### config.mk
export PLATFORM = sky130hd
export DESIGN_NAME = scm_ctrl
export DESIGN_NICKNAME = d
export VERILOG_FILES = /design/src/rtl/scm_pkg.sv /design/src/rtl/scm_ctrl.sv
export SDC_FILE = /design/constraint.sdc
export NUM_CORES = 1
export LEC_CHECK = 0
export BUFFER_PORTS_ARGS = -buffer_cell sky130_fd_sc_hd__buf_2
export CORE_UTILIZATION = 44
export DETAILED_ROUTE_END_ITERATION = 16
export GPL_TIMING_DRIVEN = 0
export HOLD_SLACK_MARGIN = 0.06
export PLACE_DENSITY = 0.73
export SYNTH_ARGS = -nofsm -noshare
export SYNTH_HDL_FRONTEND = slang
export SYNTH_SLANG_ARGS = --single-unit
### constraint.sdc
create_clock -name clk -period 3.26 [get_ports clk]
set_input_delay 0 -clock clk [delete_from_list [all_inputs] [get_ports clk]]
set_output_delay 0 -clock clk [all_outputs]
set_load 0.005 [all_outputs]
### src/rtl/scm_pkg.sv
// constants, field layout and types for the serial channel mode and baud control block
// Function
// Wake-up in 9-bit UART passes receive interrupts only when ninth bit is 1.
// Frame mode field: 00 sync shift, 01/10/11 7/8/9-bit UART.
// UART clock select: 00 timer, 01 baud generator, 10 fsys, 11 pin.
// Software sets receive enable only after configuring; never clears mid-frame.
// Idle-run bit: 0 stops the channel in idle, 1 keeps it running.
// Sync duplex field: 00 none, 01 receive, 10 transmit, 11 full.
// Software configures modes before transmit enable; never clears it mid-transmission.
// Sync double-buffered clock-out gap: none, or 1..64 serial clock periods.
// Buffer-empty flag resets to 1, sets on shift load, clears on write.
// Buffer-full flag sets when frame enters double buffer, clears on read.
// Transmit-active reads 1 while shifting; with empty flag gives status.
// UART transmits one or two stop bits; receiver checks only one.
// Bit order 0 LSB-first, 1 MSB-first in sync; UART stays LSB-first.
// Double-buffer enable; UART or input-clock reception always double-buffered.
// Writing key 10 then 01 resets enables, flags and shift circuits; the code clears the buffer-empty flag to 0, not 1.
// During transmission software issues the reset key sequence twice.
// Software reset takes effect two clocks after the key is recognised.
// Divider input select: 00 tap 1, 01 tap 4, 10 tap 16, 11 tap 64.
// Divisor N codes 1..15 direct; code 0 means sixteen.
// Fractional enable in UART divides by N plus (16-K)/16.
// Software programs K first, never K zero, never N 1 or 16.
// Software uses divide ratio 1 only in sync mode with double buffering.
package scm_pkg;

	// register byte offsets
	localparam logic [7:0] SCM_OFF_MODE0 = 8'h0C;
	localparam logic [7:0] SCM_OFF_BAUD  = 8'h10;
	localparam logic [7:0] SCM_OFF_FRAC  = 8'h14;
	localparam logic [7:0] SCM_OFF_MODE1 = 8'h18;
	localparam logic [7:0] SCM_OFF_MODE2 = 8'h1C;

	// field encodings
	localparam logic [1:0] SCM_MODE_SYNC   = 2'h0;
	localparam logic [1:0] SCM_MODE_UART9  = 2'h3;
	localparam logic [1:0] SCM_CLK_BAUD    = 2'h1;
	localparam logic [1:0] SCM_KEY_ARM     = 2'h2;
	localparam logic [1:0] SCM_KEY_FIRE    = 2'h1;
	localparam logic [2:0] SCM_GAP_NONE    = 3'h0;
	localparam logic [3:0] SCM_N_SIXTEEN   = 4'h0;
	localparam logic [4:0] SCM_N_ZERO_VAL  = 5'h10;
	localparam logic [4:0] SCM_FRAC_WRAP   = 5'h10;
	localparam logic [1:0] SCM_HTRANS_NSEQ = 2'h2;
	localparam logic [1:0] SCM_HTRANS_SEQ  = 2'h3;

	// reset values
	localparam logic       SCM_TX_BUFFER_EMPTY_RST = 1'b1;
	localparam logic [7:0] SCM_BYTE_ZERO = 8'h00;

	// soft reset sequencer, one-hot
	typedef enum logic [3:0]
	{
		SCM_SR_IDLE   = 4'b0001,
		SCM_SR_ARMED  = 4'b0010,
		SCM_SR_WAIT1  = 4'b0100,
		SCM_SR_WAIT2  = 4'b1000
	} scm_sr_type;

endpackage

### src/rtl/scm_ctrl.sv
// serial channel mode, status, soft reset and baud divider control with ahb-lite registers
`timescale 1ns/1ps
module scm_ctrl
	import scm_pkg::*;
(
	// clock and reset
	input  wire logic        clk,
	input  wire logic        rst_n,
	// ahb-lite slave
	input  wire logic        hsel,
	input  wire logic [31:0] haddr,
	input  wire logic [1:0]  htrans,
	input  wire logic        hwrite,
	input  wire logic [2:0]  hsize,
	input  wire logic [31:0] hwdata,
	input  wire logic        hready,
	output logic             hreadyout,
	output logic             hresp,
	output logic [31:0]      hrdata,
	// system side
	input  wire logic        idle_mode,
	input  wire logic        tap_t1,
	input  wire logic        tap_t4,
	input  wire logic        tap_t16,
	input  wire logic        tap_t64,
	input  wire logic        sclk_input_sel,
	// shift engine events
	input  wire logic        tx_buffer_write,
	input  wire logic        tx_shift_load,
	input  wire logic        tx_shifting,
	input  wire logic        rx_frame_done,
	input  wire logic        rx_ninth_bit,
	// shift engine configuration
	output logic [1:0]       frame_mode,
	output logic [1:0]       uart_clock_select,
	output logic [1:0]       duplex_select,
	output logic             tx_run_enable,
	output logic             rx_run_enable,
	output logic             channel_run,
	output logic             tx_two_stop_bits,
	output logic             msb_first,
	output logic             tx_double_buffered,
	output logic             rx_double_buffered,
	output logic [6:0]       tx_gap_periods,
	output logic             baud_tick,
	output logic             rx_irq,
	output logic             engine_reset
);

	// whole block state
	typedef struct packed
	{
		logic        receive_enable;
		logic        wake_up_enable;
		logic [1:0]  frame_mode;
		logic [1:0]  uart_clock_select;
		logic        idle_run;
		logic [1:0]  duplex_select;
		logic        transmit_enable;
		logic [2:0]  tx_gap_interval;
		logic        tx_buffer_empty;
		logic        rx_buffer_full;
		logic        tx_active;
		logic        stop_length;
		logic        bit_order;
		logic        double_buffer_enable;
		logic [1:0]  soft_reset_key;
		logic        fractional_divide_enable;
		logic [1:0]  divider_input_select;
		logic [3:0]  divide_n;
		logic [3:0]  divide_k;
		scm_sr_type  sr_state;
		logic        engine_reset;
		logic [4:0]  baud_count;
		logic [3:0]  frac_acc;
		logic        baud_tick;
		logic        rx_irq;
		logic        wr_pending;
		logic [7:0]  wr_offset;
		logic [31:0] rdata;
	} scm_state_type;

	scm_state_type state;
	scm_state_type next_state;

	// register read mux
	function automatic logic [31:0] read_word(input scm_state_type s, input logic [7:0] off);
		logic [31:0] w;
		w = '0;
		case (off)
			SCM_OFF_MODE0: w[7:0] = {2'b00, s.receive_enable, s.wake_up_enable,
				s.frame_mode, s.uart_clock_select};
			SCM_OFF_MODE1: w[7:0] = {s.idle_run, s.duplex_select, s.transmit_enable,
				s.tx_gap_interval, 1'b0};
			SCM_OFF_MODE2: w[7:0] = {s.tx_buffer_empty, s.rx_buffer_full, s.tx_active,
				s.stop_length, s.bit_order, s.double_buffer_enable, s.soft_reset_key};
			SCM_OFF_BAUD:  w[7:0] = {1'b0, s.fractional_divide_enable,
				s.divider_input_select, s.divide_n};
			SCM_OFF_FRAC:  w[7:0] = {4'h0, s.divide_k};
			default:       w = '0;
		endcase
		return w;
	endfunction

	// address phase and derived configuration
	logic        addr_valid;
	logic        uart_mode;
	logic        sync_mode;
	logic        tap_pulse;
	logic [4:0]  n_value;
	logic [4:0]  frac_sum;
	logic        frac_active;
	logic        frac_extra;
	logic [4:0]  period_len;
	logic        wr_now;
	logic [7:0]  wd;

	assign addr_valid = hsel & hready & (htrans == SCM_HTRANS_NSEQ || htrans == SCM_HTRANS_SEQ);
	assign uart_mode  = (state.frame_mode != SCM_MODE_SYNC);
	assign sync_mode  = ~uart_mode;
	assign wr_now     = state.wr_pending;
	assign wd         = hwdata[7:0];

	// prescaler tap selection for the divider
	always_comb
	begin
		case (state.divider_input_select)
			2'h0:    tap_pulse = tap_t1;
			2'h1:    tap_pulse = tap_t4;
			2'h2:    tap_pulse = tap_t16;
			2'h3:    tap_pulse = tap_t64;
			default: tap_pulse = 1'b0;
		endcase
	end

	// divisor and fractional stretch
	assign n_value     = (state.divide_n == SCM_N_SIXTEEN) ? SCM_N_ZERO_VAL
		: {1'b0, state.divide_n};
	assign frac_active = state.fractional_divide_enable & uart_mode;
	assign frac_sum    = {1'b0, state.frac_acc} + (SCM_FRAC_WRAP - {1'b0, state.divide_k});
	assign frac_extra  = frac_active & (frac_sum >= SCM_FRAC_WRAP);
	assign period_len  = n_value + {4'h0, frac_extra};

	// next state
	always_comb
	begin
		logic sr_fire;
		logic rd_mode2;
		sr_fire = 1'b0;
		rd_mode2 = 1'b0;
		next_state = state;
		next_state.engine_reset = 1'b0;
		next_state.baud_tick = 1'b0;
		next_state.rx_irq = 1'b0;

		// bus capture; read data is prepared during the address phase
		next_state.wr_pending = addr_valid & hwrite;
		if (addr_valid)
		begin
			next_state.wr_offset = haddr[7:0];
			next_state.rdata = read_word(state, haddr[7:0]);
			rd_mode2 = ~hwrite & (haddr[7:0] == SCM_OFF_MODE2);
		end
		else
		begin
			next_state.rdata = '0;
		end

		// register writes in the data phase
		if (wr_now)
		begin
			case (state.wr_offset)
				SCM_OFF_MODE0:
				begin
					next_state.receive_enable = wd[5];
					next_state.wake_up_enable = wd[4];
					next_state.frame_mode = wd[3:2];
					next_state.uart_clock_select = wd[1:0];
				end
				SCM_OFF_MODE1:
				begin
					next_state.idle_run = wd[7];
					next_state.duplex_select = wd[6:5];
					next_state.transmit_enable = wd[4];
					next_state.tx_gap_interval = wd[3:1];
				end
				SCM_OFF_MODE2:
				begin
					next_state.stop_length = wd[4];
					next_state.bit_order = wd[3];
					next_state.double_buffer_enable = wd[2];
					next_state.soft_reset_key = wd[1:0];
				end
				SCM_OFF_BAUD:
				begin
					next_state.fractional_divide_enable = wd[6];
					next_state.divider_input_select = wd[5:4];
					next_state.divide_n = wd[3:0];
				end
				SCM_OFF_FRAC:
				begin
					next_state.divide_k = wd[3:0];
				end
				default:
				begin
					next_state.wr_offset = state.wr_offset;
				end
			endcase
		end

		// soft reset key sequencer and delay
		case (state.sr_state)
			SCM_SR_IDLE:
			begin
				if (wr_now && state.wr_offset == SCM_OFF_MODE2 && wd[1:0] == SCM_KEY_ARM)
					next_state.sr_state = SCM_SR_ARMED;
			end
			SCM_SR_ARMED:
			begin
				if (wr_now && state.wr_offset == SCM_OFF_MODE2)
				begin
					if (wd[1:0] == SCM_KEY_FIRE)
						next_state.sr_state = SCM_SR_WAIT1;
					else if (wd[1:0] != SCM_KEY_ARM)
						next_state.sr_state = SCM_SR_IDLE;
				end
			end
			SCM_SR_WAIT1:
			begin
				next_state.sr_state = SCM_SR_WAIT2;
			end
			SCM_SR_WAIT2:
			begin
				next_state.sr_state = SCM_SR_IDLE;
				sr_fire = 1'b1;
			end
			default:
			begin
				next_state.sr_state = SCM_SR_IDLE;
			end
		endcase

		// status flags; hardware set wins over clear
		next_state.tx_active = tx_shifting;
		if (tx_buffer_write)
			next_state.tx_buffer_empty = 1'b0;
		if (tx_shift_load)
			next_state.tx_buffer_empty = 1'b1;
		if (rd_mode2)
			next_state.rx_buffer_full = 1'b0;
		if (rx_frame_done && rx_double_buffered)
			next_state.rx_buffer_full = 1'b1;

		// receive interrupt with wake-up filter
		if (rx_frame_done && rx_run_enable)
			next_state.rx_irq = ~(state.wake_up_enable && state.frame_mode == SCM_MODE_UART9)
				| rx_ninth_bit;

		// baud generator, counts selected prescaler taps while the channel runs
		if (channel_run && tap_pulse)
		begin
			if (state.baud_count + 5'h01 >= period_len)
			begin
				next_state.baud_count = '0;
				next_state.baud_tick = 1'b1;
				next_state.frac_acc = frac_active ? frac_sum[3:0] : 4'h0;
			end
			else
			begin
				next_state.baud_count = state.baud_count + 5'h01;
			end
		end

		// software reset takes over everything it names
		if (sr_fire)
		begin
			next_state.receive_enable = 1'b0;
			next_state.transmit_enable = 1'b0;
			next_state.tx_buffer_empty = 1'b0;
			next_state.rx_buffer_full = 1'b0;
			next_state.tx_active = 1'b0;
			next_state.engine_reset = 1'b1;
			next_state.baud_count = '0;
			next_state.frac_acc = '0;
		end
	end

	// state register
	always_ff @(posedge clk)
	begin
		if (!rst_n)
		begin
			state <= '0;
			state.sr_state <= SCM_SR_IDLE;
			state.tx_buffer_empty <= SCM_TX_BUFFER_EMPTY_RST;
		end
		else
		begin
			state <= next_state;
		end
	end

	// bus answers: zero wait, always okay
	assign hreadyout = 1'b1;
	assign hresp     = 1'b0;
	assign hrdata    = state.rdata;

	// channel run gating by idle state
	assign channel_run = state.idle_run | ~idle_mode;

	// transfer enables, duplex gating applies in sync mode only
	assign tx_run_enable = state.transmit_enable & channel_run
		& (uart_mode | state.duplex_select[1]);
	assign rx_run_enable = state.receive_enable & channel_run
		& (uart_mode | state.duplex_select[0]);

	// configuration passed to the shift engine
	assign frame_mode        = state.frame_mode;
	assign uart_clock_select = state.uart_clock_select;
	assign duplex_select     = state.duplex_select;
	assign tx_two_stop_bits  = uart_mode & state.stop_length;
	assign msb_first         = sync_mode & state.bit_order;
	assign tx_double_buffered = state.double_buffer_enable;
	assign rx_double_buffered = state.double_buffer_enable | uart_mode
		| sclk_input_sel;

	// gap between back-to-back sync transmissions with clock output
	always_comb
	begin
		if (sync_mode && !sclk_input_sel && state.double_buffer_enable
			&& state.tx_gap_interval != SCM_GAP_NONE)
			tx_gap_periods = 7'(7'h01 << (state.tx_gap_interval - 3'h1));
		else
			tx_gap_periods = 7'h00;
	end

	// registered strobes
	assign baud_tick    = state.baud_tick;
	assign rx_irq       = state.rx_irq;
	assign engine_reset = state.engine_reset;

endmodule

## Word-level counts from Yosys, hierarchy flattened

Index checks and enable logic that the tools add are counted.

- Add/sub/neg operators: 5
- Order comparisons: 2
- Eq/ne operators: 27
- Shifts and indexed selects: 1
- Mux-type cells: 24
- Bitwise operators: 23
- Reduce and logical (&&, ||, !) cells: 29

Operators by type and width:

| kind | number |
|---|---|
| == test 8 x 5 -> 1 bit, second input constant | 8 |
| one-hot mux 8 bit (5 select lines) | 1 |
| 2-to-1 mux 8 bit | 3 |
| 2-to-1 mux 10 bit | 2 |
| 2-to-1 mux 4 bit | 5 |
| AND reduction 2 bit | 9 |
| == test 8 x 4 -> 1 bit, second input constant | 2 |
| 2-to-1 mux 5 bit | 3 |
| bitwise AND 1 bit | 12 |
| == test 2 bit, second input constant | 6 |
| one-hot mux 4 bit (3 select lines) | 1 |
| logical AND 1 bit | 9 |
| inequality test 2 bit, second input constant | 4 |
| 2-to-1 mux 7 bit | 1 |
| left shift 1 x 3 -> 7 bit, first input constant | 1 |
| 2-to-1 mux 1 bit | 6 |
| bitwise OR 1 bit | 6 |
| nonzero test 3 bit | 2 |
| adder 4 x 5 -> 5 bit | 1 |
| adder 5 x 1 -> 5 bit | 1 |
| adder 5 x 1 -> 5 bit, second input constant | 1 |
| greater-or-equal comparator 5 bit | 1 |
| greater-or-equal comparator 5 bit, second input constant | 1 |
| inverter 1 bit | 5 |
| other kinds (18) | 20 |

- Bits in registers: 89
- Input bits: 85
- Output and inout bits: 57
- Word-level logic and storage cells: 140

## Logic depth before layout (Yosys ltp)

- Word-level depth: 9
- Depth in mapped cells: 17
- Depth with buffers taken out: 16

## Worst setup path after synthesis

No wires, ideal clock.

- Kind: flip-flop to flip-flop
- From: reg state[57] in the netlist's numbering
- To: reg state[46] in the netlist's numbering
- Setup time: 70 ps
- Data arrival time: 3138 ps
- Data required time: 3190 ps
- Path slack: 51 ps
- Stages on the path, launching flop included: 17
- Path buffers: 1
- Clock period less this slack: 3209 ps
- Cell sequence: dfxtp_1 -> ha_1 -> inv_1 -> fa_1 -> a21o_1 -> a21oi_1 -> nor2_1 -> ha_1 -> ha_1 -> xnor2_1 -> ha_1 -> a21o_1 -> a31oi_1 -> o21a_1 -> clkbuf_1 -> or4_1 -> a21oi_1

- Longest elaborated chain between the ends: 7
- Elaborated cells on any way between the ends: 8
- Classes of those cells: add/sub: 3; order compare: 2; mux: 1; bitwise: 1; reduce/logical: 1

Ends and longest elaborated chain:

| what | RTL line | text |
|---|---|---|
| start: declaration | scm_ctrl.sv:83 | `scm_state_type state;` |
| start signal: assignment | scm_ctrl.sv:299 | `state <= next_state;` |
| subtractor 5 x 4 -> 5 bit * | scm_ctrl.sv:140 | `assign frac_sum = {1'b0, state.frac_acc} + (SCM_FRAC_WRAP - {1'b0, state.divide_k});` |
| adder 4 x 5 -> 5 bit * | scm_ctrl.sv:140 |  |
| greater-or-equal comparator 5 bit | scm_ctrl.sv:141 | `assign frac_extra = frac_active & (frac_sum >= SCM_FRAC_WRAP);` |
| bitwise AND 1 bit | scm_ctrl.sv:141 |  |
| adder 5 x 1 -> 5 bit | scm_ctrl.sv:142 | `assign period_len = n_value + {4'h0, frac_extra};` |
| greater-or-equal comparator 5 bit | scm_ctrl.sv:262 | `if (state.baud_count + 5'h01 >= period_len)` |
| AND reduction 2 bit (no line) | -- |  |

Every way passes the cells marked *; elsewhere a longest branch is shown, timed or not.
A chain may end at the register's enable or synchronous reset.

## Worst setup path after layout

- From: reg state[43] in the netlist's numbering
- To: reg state[46] in the netlist's numbering

- Longest elaborated chain between the ends: 6
- Elaborated cells on any way between the ends: 7
- Classes of those cells: add/sub: 2; order compare: 2; mux: 1; bitwise: 1; reduce/logical: 1

Ends and longest elaborated chain:

| what | RTL line |
|---|---|
| adder 4 x 5 -> 5 bit * | scm_ctrl.sv:140 |
| greater-or-equal comparator 5 bit | scm_ctrl.sv:141 |
| bitwise AND 1 bit | scm_ctrl.sv:141 |
| adder 5 x 1 -> 5 bit | scm_ctrl.sv:142 |
| greater-or-equal comparator 5 bit | scm_ctrl.sv:262 |
| AND reduction 2 bit (no line) | -- |

Marked as above.

==> metrics.md <==
| Metric | Value |
|---|---|
| Status | finished with violations |
| Failing checks | setup timing |
| Clk sink count | 65 |
| Seq cells post-synth | 65 |
| Dpl cell area | 4160 um2 |
| Unrepaired setup endpoints after global routing | yes |
| Commonest non-fill, non-tap cell in the layout | dfxtp_1 |
| Critical Path AT | 3.60 ns |
| Total die area | 8630 um2 |
| First-pass iteration count of the detailed router | 7 |
| Largest net degree at the start of global routing | 11 |
| Max Fclk | 0.300 GHz |
| Seq/Total Area, Yosys | 35.8% |
| Initial drt markers | 244 |
| Final Skew | 0.0106 ns |
| Bufs on Longest Clock Path | 2 |
| Number of enable flip-flop cells after synthesis | 0 |
| Number of CTS-inserted buffers | 9 |
| Clock share of power | 38.0% |
| Avg WL per Cell | 14.9 um |
| VDD IR max | 185 uV |
| Cells after synthesis | 412 |
| Grt ovf | 0 |
| Worst slack, placed | -0.305 ns |
| Design area | 4720 um2 |
| Initial antenna violation count | 0 |
| Die width | 92.9 um |
| CTS clock-pin slew for the worst setup and hold paths | 0.07 ns |
| FILL cells | 674 |
| Port Buffer Count | 61 |
| Vias in the first global route | 3,080 |
| Worst Hold Class | input pin to flip-flop |
| Leak | 0.00208 uW |
| Gpl congestion | 0.873 |
| Int Power | 1170 uW |
| Sw Ratio | 25.4% |
| Slew HR | 42.7% |
| DP Wirelength | 6750 um |
| Routed Antenna Nets | 0 |
| Psw | 399 uW |
| CTS root buf | clkbuf_8 |
| Synth warnings | 0 |
| Initial Util | 46.3% |
| Fraction of layout cells with a size suffix above 1 | 29.6% |
| Most frequent cells in the layout | dfxtp_1, buf_2, buf_4, nand2_1, conb_1 |
| Max_cap viols | 0 |
| Primary FF master, synth | dfxtp_1 |
| Number of distinct library cells after synthesis | 51 |
| CTS tree | built |
| Mean post-synth cell area | 8.83 um2 |
| Setup violations, final | 6 |
| Layout Nets | 635 |
| Std-Cell Rows | 32 |
| Power per cell area | 333 nW/um2 |
| Fin. max-slew vios | 0 |
| Post-Route WL | 9590 um |
| Critical path peak fanout | 6 |
| Worst Setup Start Kind | flip-flop |
| Critical path class | flip-flop to flip-flop |
| Core Box Area | 7850 um2 |
| Comb pwr share | 10.7% |
| Minimum clock period | 3.33 ns |
| Post-synth ARST share | 0% |
| Mapped Area | 3640 um2 |
| Final Cycle Share | 102% |
| Antenna cells | 0 |
| Clk_lat worst skew | 0.35 ns |
| Io pins | 142 |
| # H-tree levels | 3 |
| Total GRT Usage | 22.3% |
| Fin. Hold Viols | 0 |
| Via Count | 3,373 |
| DRC | 0 |
| Chip Height | 92.9 um |
| Req. time, crit path | 3.53 ns |
| Global-route wire length before repair | 15,000 um |
| Area growth syn-to-layout | 29.8% |
| Vias per Instance | 5.25 |
| Setup ws final | -0.0722 ns |
| CP endpoint kind | flip-flop |
| Measured slew at the worst slew-check pin | 0.847 ns |
| Reg power frac | 51.3% |
per-layer routing:
layer / track usage (%) / up-vias / share of wire (%)
met3: 5.25 / 15 / 6.3
met2: 36.2 / 134 / 46
met4: 7.82 / 0 / 1.7
li1: - / 1641 / -
met5: 0 / - / 0
met1: 28.9 / 1583 / 46
synth_stat cells, drive strengths merged, types with 2 or more instances:
| master | count | area share, % |
|---|---|---|
| nand3 | 15 | 2.1 |
| a32oi | 5 | 1.2 |
| o21a | 2 | 0.41 |
| clkbuf | 17 | 1.8 |
| a21o | 2 | 0.41 |
| or3 | 3 | 0.52 |
| a22o | 6 | 1.4 |
| conb | 2 | 0.21 |
| nor3 | 5 | 1.0 |
| nand4 | 3 | 0.52 |
| a21oi | 17 | 2.3 |
| o311a | 3 | 0.83 |
| and3 | 4 | 0.69 |
| nor3b | 3 | 0.62 |
| nand4b | 6 | 1.4 |
| a21boi | 10 | 2.1 |
| nand2b | 3 | 0.52 |
| o21ai | 21 | 2.9 |
| a31oi | 5 | 0.86 |
| nor4 | 2 | 0.76 |
| xor2 | 2 | 0.48 |
| and2 | 5 | 0.86 |
| nor4b | 6 | 1.4 |
| buf | 47 | 9.7 |
| mux2i | 21 | 5.8 |
| nor2b | 24 | 4.1 |
| or4 | 8 | 1.8 |
| ha | 13 | 4.5 |
| mux2 | 4 | 1.2 |
| nor2 | 14 | 1.4 |
| nand2 | 44 | 4.5 |
| inv | 8 | 0.83 |
| dfxtp | 65 | 36 |
| xnor2 | 5 | 1.2 |
cell type report:
class	count	area, um2	share of cell area, %
multi-input cells	299	2090	44.3
flip-flops and latches	65	1310	27.7
repair buffers	89	574	12.2
plain buffers	64	428	9.07
clock buffers	12	145	3.08
well taps	102	128	2.70
inverters	8	30.0	0.636
clock inverters	3	17.5	0.371
stage by stage:
stage	total power, uW	TNS (ns)	instances	util, %	hold WS [ns]
after floorplan	912	0	436	-	0.0912
after global placement	959	-1.13	599	53.0	0.225
after detailed placement	961	-2.00	599	53.0	0.218
after CTS	1560	-0.0124	635	58.0	0.0956
after global routing	1630	-1.51	642	60.1	0.135
final	1570	-0.287	642	60.1	0.0957
path summary, 6_finish.rpt:
| path | start | end | slack (ns) | depth (start not counted) |
|---|---|---|---|---|
| setup reg to reg | state[43]$_SDFFE_PP0P_ | state[46]$_SDFFE_PP0P_ | -0.07 | 17 |
| setup / recovery | state[43]$_SDFFE_PP0P_ | state[46]$_SDFFE_PP0P_ | -0.07 | 17 |
| hold / removal | sclk_input_sel | state[74]$_SDFFE_PP0P_ | 0.1 | 4 |
| hold reg to reg | state[74]$_SDFFE_PP0P_ | state[74]$_SDFFE_PP0P_ | 0.48 | 2 |
sequential cells by signal, summed over array words and instances, names as in the netlist:
register,count
tx_double_buffered,1
rx_irq,1
wr_now,1
duplex_select,2
hrdata,8
frame_mode,2
state,46
engine_reset,1
baud_tick,1
uart_clock_select,2
what timing repair did:
action	CTS	global route
gates resized for setup	10	29
setup buffers	2	7
pin swaps	5	20
setup endpoints to repair	9	9
hold buffers	19	0
endpoints found under the hold margin	42	0
power groups by stage:
stage	sequential, uW	clock (uW)	combinational [uW]
2_1_floorplan	823	0	88.5
3_3_place_gp	825	0	134
3_5_place_dp	825	0	136
4_1_cts	807	600	155
5_1_grt	807	640	184
6_report	807	599	169
worst max-delay path: stages, from the launching register on:
cell and delay, ns:
dfxtp_2 0.32, inv_2 0.05, ha_4 0.12, inv_2 0.03
fa_2 0.35, a21o_1 0.20, a21oi_2 0.13, nor2_1 0.06
ha_2 0.24, ha_4 0.18, xnor2_2 0.15, ha_4 0.29
a21o_1 0.15, a31oi_4 0.05, o21a_1 0.23, buf_8 0.14
or4_4 0.41, a21oi_2 0.15
cells by family (layout without fill, tap and decap cells):
family / count (synthesis) / in the layout / synth area share (%)
XOR/XNOR: 7 / 7 / 1.69
AND/OR/NAND/NOR: 150 / 150 / 23.7
AO/OA/AOI/OAI: 76 / 76 / 13.7
adder cells (fa/ha/maj): 14 / 14 / 5.02
flip-flops: 65 / 65 / 35.8
other: 2 / 26 / 0.206
multiplexers: 26 / 26 / 7.64
buffers and inverters: 72 / 176 / 12.3
Note: power is estimated with default switching activity, not from simulation.
